## config.mk

```make
export PLATFORM = sky130hd
export DESIGN_NAME = buck_softstart_fault_supervisor
export DESIGN_NICKNAME = d
export VERILOG_FILES = /design/src/rtl/buck_supervisor_pkg.sv /design/src/rtl/buck_softstart_fault_supervisor.sv
export SDC_FILE = /design/constraint.sdc
export NUM_CORES = 1
export LEC_CHECK = 0
export ABC_AREA = 1
export BUFFER_PORTS_ARGS = -buffer_cell sky130_fd_sc_hd__buf_2
export CORE_MARGIN = 5
export CORE_UTILIZATION = 45
export CTS_CLUSTER_SIZE = 28
export DETAILED_ROUTE_END_ITERATION = 10
export GPL_TIMING_DRIVEN = 0
export PLACE_DENSITY = 0.67
export SLEW_MARGIN = 20
export SYNTH_ARGS = -nofsm -noshare
export SYNTH_HDL_FRONTEND = slang
export SYNTH_SLANG_ARGS = --single-unit
```

## constraint.sdc

```tcl
create_clock -name clk -period 3.3 [get_ports clk]
set_input_delay 0.165 -clock clk [delete_from_list [all_inputs] [get_ports clk]]
set_output_delay 0.165 -clock clk [all_outputs]
set_load 0.02 [all_outputs]
```

## src/rtl/buck_supervisor_pkg.sv

```systemverilog
`default_nettype none
package buck_supervisor_pkg;

   // =========================================================
   // timing
   localparam int CLK_PERIOD_NS = 8;
   localparam int SS_TICK_NS = 2000;                  // ~500 kHz ramp oscillator
   localparam int SS_TICK_CYCLES = (SS_TICK_NS + CLK_PERIOD_NS - 1) / CLK_PERIOD_NS;
   localparam int OV_FILTER_NS = 5000;
   localparam int OV_FILTER_CYCLES = (OV_FILTER_NS + CLK_PERIOD_NS - 1) / CLK_PERIOD_NS;
   localparam int PG_DELAY_NS = 1000000;
   localparam int PG_DELAY_CYCLES = (PG_DELAY_NS + CLK_PERIOD_NS - 1) / CLK_PERIOD_NS;
   localparam int UV_FILTER_CYCLES = 8;

   // =========================================================
   // reference ramp
   localparam int REF_FINAL_UV = 750000;
   localparam int REF_STEP_UV = 1800;
   localparam int REF_FINAL_CODE = (REF_FINAL_UV + REF_STEP_UV - 1) / REF_STEP_UV;
   localparam int REF_W = 9;

   // =========================================================
   // register map
   localparam int ADDR_W = 4;
   localparam logic [3:0] CTRL_OFFSET = 4'h0;
   localparam logic [3:0] STATUS_OFFSET = 4'h4;
   localparam logic [3:0] REFCODE_OFFSET = 4'h8;
   localparam int CTRL_FORCE_OFF_BIT = 0;
   localparam logic CTRL_RESET = 1'b0;
   localparam int ST_STATE_LSB = 0;
   localparam int ST_OV_BIT = 5;
   localparam int ST_UV_BIT = 6;
   localparam int ST_OT_BIT = 7;
   localparam int ST_BIAS_OK_BIT = 8;
   localparam int ST_POWER_OK_BIT = 9;
   localparam int ST_RAMP_DONE_BIT = 10;

   // =========================================================
   // types
   typedef enum logic [4:0] {
      ST_LOCKOUT = 5'b00001,
      ST_IDLE = 5'b00010,
      ST_SOFTSTART = 5'b00100,
      ST_RUN = 5'b01000,
      ST_FAULT = 5'b10000
   } sup_state_e;

   // digitised comparator and enable levels, all active high
   typedef struct packed {
      logic enAboveLow;     // enable above bias-regulator threshold
      logic enAboveHigh;    // enable above switcher threshold
      logic biasAboveRise;  // bias rail above rising lockout level
      logic biasAboveFall;  // bias rail above falling lockout level
      logic outBelowRef;    // feedback below active reference
      logic outBelowPg;     // feedback ten percent under nominal
      logic outAtNominal;   // feedback back at nominal
      logic outAboveOv;     // feedback above over-voltage threshold
      logic outBelowUv;     // feedback at or under seventy-five percent
      logic zeroCross;      // inductor current reached zero
      logic onTimeDone;     // on-time one-shot expired
      logic overTemp;       // over-temperature indication
   } sense_s;

   typedef struct packed {
      logic highSideDrive;
      logic lowSideDrive;
      logic driveEnable;    // low: both power switches tri-stated
   } drive_s;

endpackage
`default_nettype wire

```

## src/rtl/buck_softstart_fault_supervisor.sv

```systemverilog
// Design decisions made here: the register offsets and the strobed register port.
`timescale 1ns/1ns
`default_nettype none
module buck_softstart_fault_supervisor #(
   parameter int PG_DELAY = buck_supervisor_pkg::PG_DELAY_CYCLES,
   parameter int SS_TICK = buck_supervisor_pkg::SS_TICK_CYCLES
) (
   input wire logic clk,
   input wire logic reset,
   input wire buck_supervisor_pkg::sense_s sense,
   input wire logic [buck_supervisor_pkg::ADDR_W-1:0] regAddr,
   input wire logic [31:0] regWrData,
   input wire logic regWrStrobe,
   input wire logic regRdStrobe,
   output logic [31:0] regRdData,
   output buck_supervisor_pkg::drive_s drive,
   output logic [buck_supervisor_pkg::REF_W-1:0] refCode,
   output logic rampDone,
   output logic powerOkOut,
   output logic powerOkOe,
   output logic biasRegEnable,
   output logic biasRegNormal
);
   import buck_supervisor_pkg::*;

   localparam int PG_W = $clog2(PG_DELAY + 1);

   // =========================================================
   // parameter check
   generate
      if (PG_DELAY < 1 || PG_W > 24) begin : g_bad_delay
         $error("PG_DELAY out of range");
      end
      // ramp tick counter is eight bits wide
      if (SS_TICK < 1 || SS_TICK > 256) begin : g_bad_tick
         $error("SS_TICK out of range");
      end
   endgenerate

   typedef struct packed {
      sup_state_e state;
      sense_s sync1;
      sense_s sync2;
      logic biasOk;
      logic [7:0] tickCnt;
      logic [REF_W-1:0] refCode;
      logic rampDone;
      logic [9:0] ovCnt;
      logic [3:0] uvCnt;
      logic [PG_W-1:0] pgCnt;
      logic pgDelayDone;
      logic pgUnder;
      logic ovLatch;
      logic uvLatch;
      logic otLatch;
      drive_s drive;
      logic powerOkOe;
      logic biasEn;
      logic biasNormal;
      logic forceOff;
      logic [31:0] rdData;
   } sup_s;

   localparam logic [7:0] TICK_LAST = 8'(SS_TICK - 1);
   localparam logic [REF_W-1:0] REF_FINAL = REF_W'(REF_FINAL_CODE);
   localparam logic [9:0] OV_LAST = 10'(OV_FILTER_CYCLES - 1);
   localparam logic [3:0] UV_LAST = 4'(UV_FILTER_CYCLES - 1);
   localparam logic [PG_W-1:0] PG_LAST = PG_W'(PG_DELAY - 1);

   sup_s s_q;
   sup_s s_d;
   sense_s sn;
   logic por;
   logic anyFault;
   logic enabled;

   // =========================================================
   // next-state logic
   always_comb begin
      s_d = s_q;
      // two-stage synchroniser; only sync2 is used below
      s_d.sync1 = sense;
      s_d.sync2 = s_q.sync1;
      sn = s_q.sync2;

      // bias rail lockout with hysteresis
      if (sn.biasAboveRise) begin
         s_d.biasOk = 1'b1;
      end else if (!sn.biasAboveFall) begin
         s_d.biasOk = 1'b0;
      end
      por = s_d.biasOk & ~s_q.biasOk;
      enabled = sn.enAboveHigh & s_d.biasOk;

      // bias regulator control
      s_d.biasEn = sn.enAboveLow;
      s_d.biasNormal = sn.enAboveLow & sn.biasAboveRise;

      // fault latch clears: enable low (otLatch only once overTemp is low) or power-on clear
      if (!sn.enAboveHigh || por) begin
         s_d.ovLatch = 1'b0;
         s_d.uvLatch = 1'b0;
         if (!sn.overTemp || por) begin
            s_d.otLatch = 1'b0;
         end
      end

      // over-voltage filter, armed whenever enabled
      if (enabled && sn.outAboveOv) begin
         if (s_q.ovCnt == OV_LAST) begin
            s_d.ovLatch = 1'b1;
         end else begin
            s_d.ovCnt = s_q.ovCnt + 10'h001;
         end
      end else begin
         s_d.ovCnt = 10'h000;
      end

      // under-voltage: eight consecutive low samples once regulating
      if (s_q.state == ST_RUN && sn.outBelowUv) begin
         if (s_q.uvCnt == UV_LAST) begin
            s_d.uvLatch = 1'b1;
         end else begin
            s_d.uvCnt = s_q.uvCnt + 4'h1;
         end
      end else begin
         s_d.uvCnt = 4'h0;
      end

      // over-temperature; set wins over a same-cycle clear
      if (sn.enAboveHigh && sn.overTemp) begin
         s_d.otLatch = 1'b1;
      end
      anyFault = s_d.ovLatch | s_d.uvLatch | s_d.otLatch;

      // sequencing
      if (!s_d.biasOk) begin
         s_d.state = ST_LOCKOUT;
      end else if (anyFault) begin
         s_d.state = ST_FAULT;
      end else if (!sn.enAboveHigh || s_q.forceOff) begin
         s_d.state = ST_IDLE;
      end else begin
         case (s_q.state)
            ST_LOCKOUT, ST_IDLE, ST_FAULT: begin
               s_d.state = ST_SOFTSTART;
            end
            ST_SOFTSTART: begin
               if (s_q.rampDone) begin
                  s_d.state = ST_RUN;
               end
            end
            ST_RUN: begin
               s_d.state = ST_RUN;
            end
            default: begin
               s_d.state = ST_LOCKOUT;
            end
         endcase
      end
      if (por && s_d.state == ST_RUN) begin
         s_d.state = ST_SOFTSTART;
      end

      // reference ramp
      if (s_d.state != ST_SOFTSTART && s_d.state != ST_RUN) begin
         s_d.tickCnt = 8'h00;
         s_d.refCode = '0;
         s_d.rampDone = 1'b0;
      end else if (s_q.state != ST_SOFTSTART && s_d.state == ST_SOFTSTART) begin
         s_d.tickCnt = 8'h00;
         s_d.refCode = '0;
         s_d.rampDone = 1'b0;
      end else if (s_d.state == ST_SOFTSTART && !s_q.rampDone) begin
         if (s_q.tickCnt == TICK_LAST) begin
            s_d.tickCnt = 8'h00;
            s_d.refCode = s_q.refCode + REF_W'(1);
            if (s_q.refCode + REF_W'(1) == REF_FINAL) begin
               s_d.rampDone = 1'b1;
            end
         end else begin
            s_d.tickCnt = s_q.tickCnt + 8'h01;
         end
      end

      // gate drives, chosen from the next state
      case (s_d.state)
         ST_SOFTSTART, ST_RUN: begin
            s_d.drive.driveEnable = 1'b1;
            if (s_q.drive.highSideDrive) begin
               if (sn.onTimeDone) begin
                  s_d.drive.highSideDrive = 1'b0;
                  s_d.drive.lowSideDrive = 1'b1;
               end
            end else if (sn.outBelowRef) begin
               s_d.drive.highSideDrive = 1'b1;
               s_d.drive.lowSideDrive = 1'b0;
            end else if (s_d.state == ST_SOFTSTART && sn.zeroCross) begin
               s_d.drive.lowSideDrive = 1'b0;
            end
         end
         ST_FAULT: begin
            // under-voltage alone pulls both low; others tri-state
            s_d.drive.highSideDrive = 1'b0;
            s_d.drive.lowSideDrive = 1'b0;
            s_d.drive.driveEnable = s_d.uvLatch & ~s_d.ovLatch & ~s_d.otLatch;
         end
         default: begin
            s_d.drive.highSideDrive = 1'b0;
            s_d.drive.lowSideDrive = 1'b0;
            s_d.drive.driveEnable = 1'b0;
         end
      endcase

      // power ok: under-range latch and post-regulation delay
      if (sn.outAtNominal) begin
         s_d.pgUnder = 1'b0;
      end
      if (sn.outBelowPg) begin
         s_d.pgUnder = 1'b1;
      end
      if (s_d.state != ST_RUN) begin
         s_d.pgCnt = '0;
         s_d.pgDelayDone = 1'b0;
      end else if (!s_q.pgDelayDone && sn.outAtNominal) begin
         if (s_q.pgCnt == PG_LAST) begin
            s_d.pgDelayDone = 1'b1;
         end else begin
            s_d.pgCnt = s_q.pgCnt + PG_W'(1);
         end
      end
      s_d.powerOkOe = ~(s_d.state == ST_RUN && s_d.pgDelayDone && !s_d.pgUnder
         && !sn.outAboveOv && !s_d.ovLatch);

      // register port
      if (regWrStrobe && regAddr == CTRL_OFFSET) begin
         s_d.forceOff = regWrData[CTRL_FORCE_OFF_BIT];
      end
      if (regRdStrobe) begin
         case (regAddr)
            CTRL_OFFSET: begin
               s_d.rdData = {31'h00000000, s_q.forceOff};
            end
            STATUS_OFFSET: begin
               s_d.rdData = 32'h00000000;
               s_d.rdData[ST_STATE_LSB +: 5] = s_q.state;
               s_d.rdData[ST_OV_BIT] = s_q.ovLatch;
               s_d.rdData[ST_UV_BIT] = s_q.uvLatch;
               s_d.rdData[ST_OT_BIT] = s_q.otLatch;
               s_d.rdData[ST_BIAS_OK_BIT] = s_q.biasOk;
               s_d.rdData[ST_POWER_OK_BIT] = ~s_q.powerOkOe;
               s_d.rdData[ST_RAMP_DONE_BIT] = s_q.rampDone;
            end
            REFCODE_OFFSET: begin
               s_d.rdData = {23'h000000, s_q.refCode};
            end
            default: begin
               s_d.rdData = 32'h00000000;
            end
         endcase
      end else begin
         s_d.rdData = 32'h00000000;
      end
   end

   // =========================================================
   // state register
   always_ff @(posedge clk) begin
      if (reset) begin
         s_q <= '0;
         s_q.state <= ST_LOCKOUT;
         s_q.powerOkOe <= 1'b1;
         s_q.forceOff <= CTRL_RESET;
      end else begin
         s_q <= s_d;
      end
   end

   // outputs straight from flops
   assign regRdData = s_q.rdData;
   assign drive = s_q.drive;
   assign refCode = s_q.refCode;
   assign rampDone = s_q.rampDone;
   assign powerOkOut = 1'b0 & s_q.powerOkOe; // open drain only pulls low
   assign powerOkOe = s_q.powerOkOe;
   assign biasRegEnable = s_q.biasEn;
   assign biasRegNormal = s_q.biasNormal;

endmodule // buck_softstart_fault_supervisor
`default_nettype wire

```

==> out/summary.md <==
The average wire length per cell after detail routing was 10.1 um; the buffer count from post-CTS setup fixing was 0. The clock passes through at most 2 buffers. The clock drives 102 sinks.

The fraction of the mapped netlist area in compound gates was 0.0835. Counting instances in the post-synthesis netlist gives the leading cell types as inv_1, dfxtp_1, nand2_1. The tools report the kind of start point of the critical path as a register.

Fraction of the mapped netlist area in adder cells: 0.0210. For the worst-skew pair, the clock arrives at the later sink with an insertion delay of 0.36 ns. The repair_antennas step left the layout with diodes totalling 0. Internal power comes to 1.59 mW.

The post-synthesis async set-or-reset flop share works out to 0. The summed area of non-filler cells in the final layout came out at 5530 um2. For the post-route core utilization, the log shows 0.535. First element of the critical path: s_q[65]. The initial antenna violation count is 0, and the total placed instance area is 5240 um2. The startpoint identified for the worst register-to-register timing path is s_q[65].

Sorting the synthesized cells by area gives the leading types as dfxtp_1, inv_1, nand2_1, buf_4, nor2_1. The simple-gate share of the synthesized area was 0.274. Across the run, the number of max-cap violations was 0. The logs give 0.429 for the proportion of synthesized chip area in sequential cells and 0 for the number of DRC violations after detailed routing.

At the pin with the least slew margin, the transition time is 0.564 ns. Endpoint type of the worst setup path: a register. Worst min-delay path startpoint: sense[1]. Across the VDD grid, the largest voltage drop is 0.000221 V.

The quantity of I/O buffers inserted on ports was 46; the xor and xnor area share after synthesis was 0.0239. Timing would allow up to 464 MHz. The count of placed standard cells in the final layout, fillers left out is 864.

Clock-pin slew was measured on the worst setup and hold paths at 0.09 ns. The starting utilization of the core area was 0.461; the post-detailed-route count of antenna-violating nets was 0. The average cell area after synthesis came out at 7.50 um2.

The synthesized design spends more area on one cell type than any other, namely dfxtp_1. The HPWL after detailed placement is 6820 um. The count of mapped cells out of synthesis was 635.

The clock period minus worst slack came out at 2.16 ns. The fraction of final layout cells with drive strength greater than 1 is 0.203, and the number of failing hold endpoints at the final stage is 0. After synthesis, the largest family of logic cells by area is simple AND/OR/NAND/NOR gates. The commonest register cell after synthesis was dfxtp_1. The tools report the root buffer cell as clkbuf_8. Weighted congestion at the end of routability-driven global placement: 0.847. The category of the most critical setup path is reg -> reg. The run gives 15300 um as the first-pass GRT wire length. The area share of the leading cell type in the synthesized netlist was 0.429; the overall overflow remaining after global route was 0. Hold timing on the final database bottoms out at a slack of 0.0112 ns. The largest net degree at the start of global routing is 17, and the number of top-level design ports is 101. The highest net fanout along the worst path is 10, and the max-slew violation count is 0. The die covers 12700 um2. Compared with the post-synthesis result, the final layout area differs by 16.0%. STA puts the critical path data required time at 3.59 ns. TritonCTS built the clock tree. The first TritonRoute pass finished after 4 iterations.

The number of rows in the core area came out at 37. The count of cell types in the netlist is 41. For this design the total switching power over the nets is 0.483 mW. The die is 113 um wide.

The tools report the combined global-route utilization of all metal layers as 0.143. The detail-routed via count per cell was 4.44. For the setup clock skew after layout, the log shows 0.0110 ns. The flow ran to the end, and the final reports show no timing, DRC or antenna violations. The fraction of power consumed by sequential logic is 0.605, and the core box area is 10300 um2. The synthesized netlist occupies a cell area of 4760 um2.

Among all cell types in the netlist, the one instantiated most often is inv_1. The final layout contains 784 nets. In the final timing run, aggregate negative setup slack is 0 ns. The part of the power in combinational logic is 0.055, and the total setup violations reported at the end of the flow is 0. Counting tap cells, the placed design contains a total of 838 instances. The worst hold path belongs to the class in -> reg. For the number of warnings issued by yosys, the log shows 0. The H-tree was split into 3 levels.

The share of the clock period used by the worst path after layout was 0.654; the fraction of power spent switching nets was 0.233. The number of enable flip-flop cells after synthesis was 0; the worst max-slew margin expressed relative to the limit was 0.624. Data on the critical path arrives at its endpoint at 2.45 ns. The floorplan step set the die height to 113 um. Number of buffers created by CTS: 9. For the leakage power, the log shows 2.46 nW.

Power density relative to cell area: 375 nW/um2. The total routed wirelength was 8710 um; the number of global-route vias before repair was 3573. For the proportion of power drawn by the clock network, the log shows 0.340. For this block, the initial DRC count from the detailed router was 156.

The share of cell area taken by muxes after synthesis is 0. Detailed routing inserted a total of 3837 vias. Setup repair after global routing left no endpoint under its margin. Synthesis inferred 102 register bits.
-- per-layer routing --
metal | GRT usage | wire, um | up-vias
met5 | 0 | 0 | -
li1 | - | - | 2080
met3 | 0.0332 | 431 | 13
met2 | 0.239 | 4050 | 75
met1 | 0.182 | 4080 | 1669
met4 | 0.0497 | 141 | 0
-- layout by cell type, fill, tap and decap left out, types with 10 or more instances in the layout --
| cell type | n |
|---|---|
| a21oi_1 | 35 |
| buf_2 | 46 |
| buf_4 | 46 |
| clkbuf_8 | 10 |
| conb_1 | 22 |
| dfxtp_1 | 102 |
| dlygate4sd3_1 | 11 |
| inv_1 | 105 |
| nand2_1 | 102 |
| nand3_1 | 33 |
| nor2_1 | 85 |
| nor3_1 | 11 |
| o21ai_0 | 18 |
| xor2_1 | 10 |
-- critical path, cell delays in order, from the launching register on --
cell and delay (ns):
dfxtp_1 0.39, inv_1 0.07, ha_1 0.20, nand2_1 0.06, inv_1 0.03, nand2_1 0.05
nor2_1 0.05, nand3_1 0.09, nand3_2 0.10, nor2_4 0.17, inv_1 0.06, nor3_1 0.22
nand2_2 0.14, nor2_8 0.20, inv_4 0.10, nor3b_2 0.15
-- what timing repair did --
item	CTS	global route
hold endpoints to repair	10	1
hold buffers	10	1
resized for setup	0	0
-- state kept, by name, summed over array words and instances, names as in the netlist --
| name | cells |
|---|---|
| s_d | 13 |
| s_q | 62 |
| rampDone | 1 |
| powerOkOe | 1 |
| biasRegEnable | 1 |
| regRdData | 11 |
| biasRegNormal | 1 |
| refCode | 9 |
| drive | 3 |
-- final timing paths --
check | endpoint | slack [ns] | cells after the start
worst max register to register | s_q[49] | 1.14 | 15
worst min register to register | s_q[104] | 0.41 | 2
worst min-delay path | s_d[95] | 0.01 | 3
worst max-delay path | s_q[49] | 1.14 | 15
-- stage by stage --
step	worst slack [ns]	power [mW]
detailed placement	1.15	1.38
global placement	1.18	1.38
global route	0.940	2.17
CTS	1.12	2.10
floorplan	1.40	1.36
finish	1.14	2.07
-- kinds of logic (layout without fill, tap and decap cells) --
logic type,after synthesis,count (layout)
buf+inv,163,235
compound gates,72,72
xor+xnor,13,13
fa+ha+maj,8,8
flops,102,102
other cells,1,22
simple gates,276,276
-- power groups by stage --
stage	Sequential, mW	Combinational [mW]	Clock (mW)
after CTS	1.25	0.112	0.732
after detailed placement	1.28	0.103	0
after global routing	1.26	0.127	0.785
after global placement	1.28	0.102	0
final	1.25	0.113	0.704
after floorplan	1.28	0.0813	0
-- final cells by class --
class / instances / area, um2
fill: 995 / 4800
sequential: 102 / 2040
multi-input combinational: 391 / 2000
inverter: 112 / 423
buffer: 51 / 375
timing repair buffer: 57 / 340
tap: 136 / 170
clock buffer: 10 / 138
clock inverter: 5 / 35.0
No activity file was read; power rests on OpenSTA's default activity.
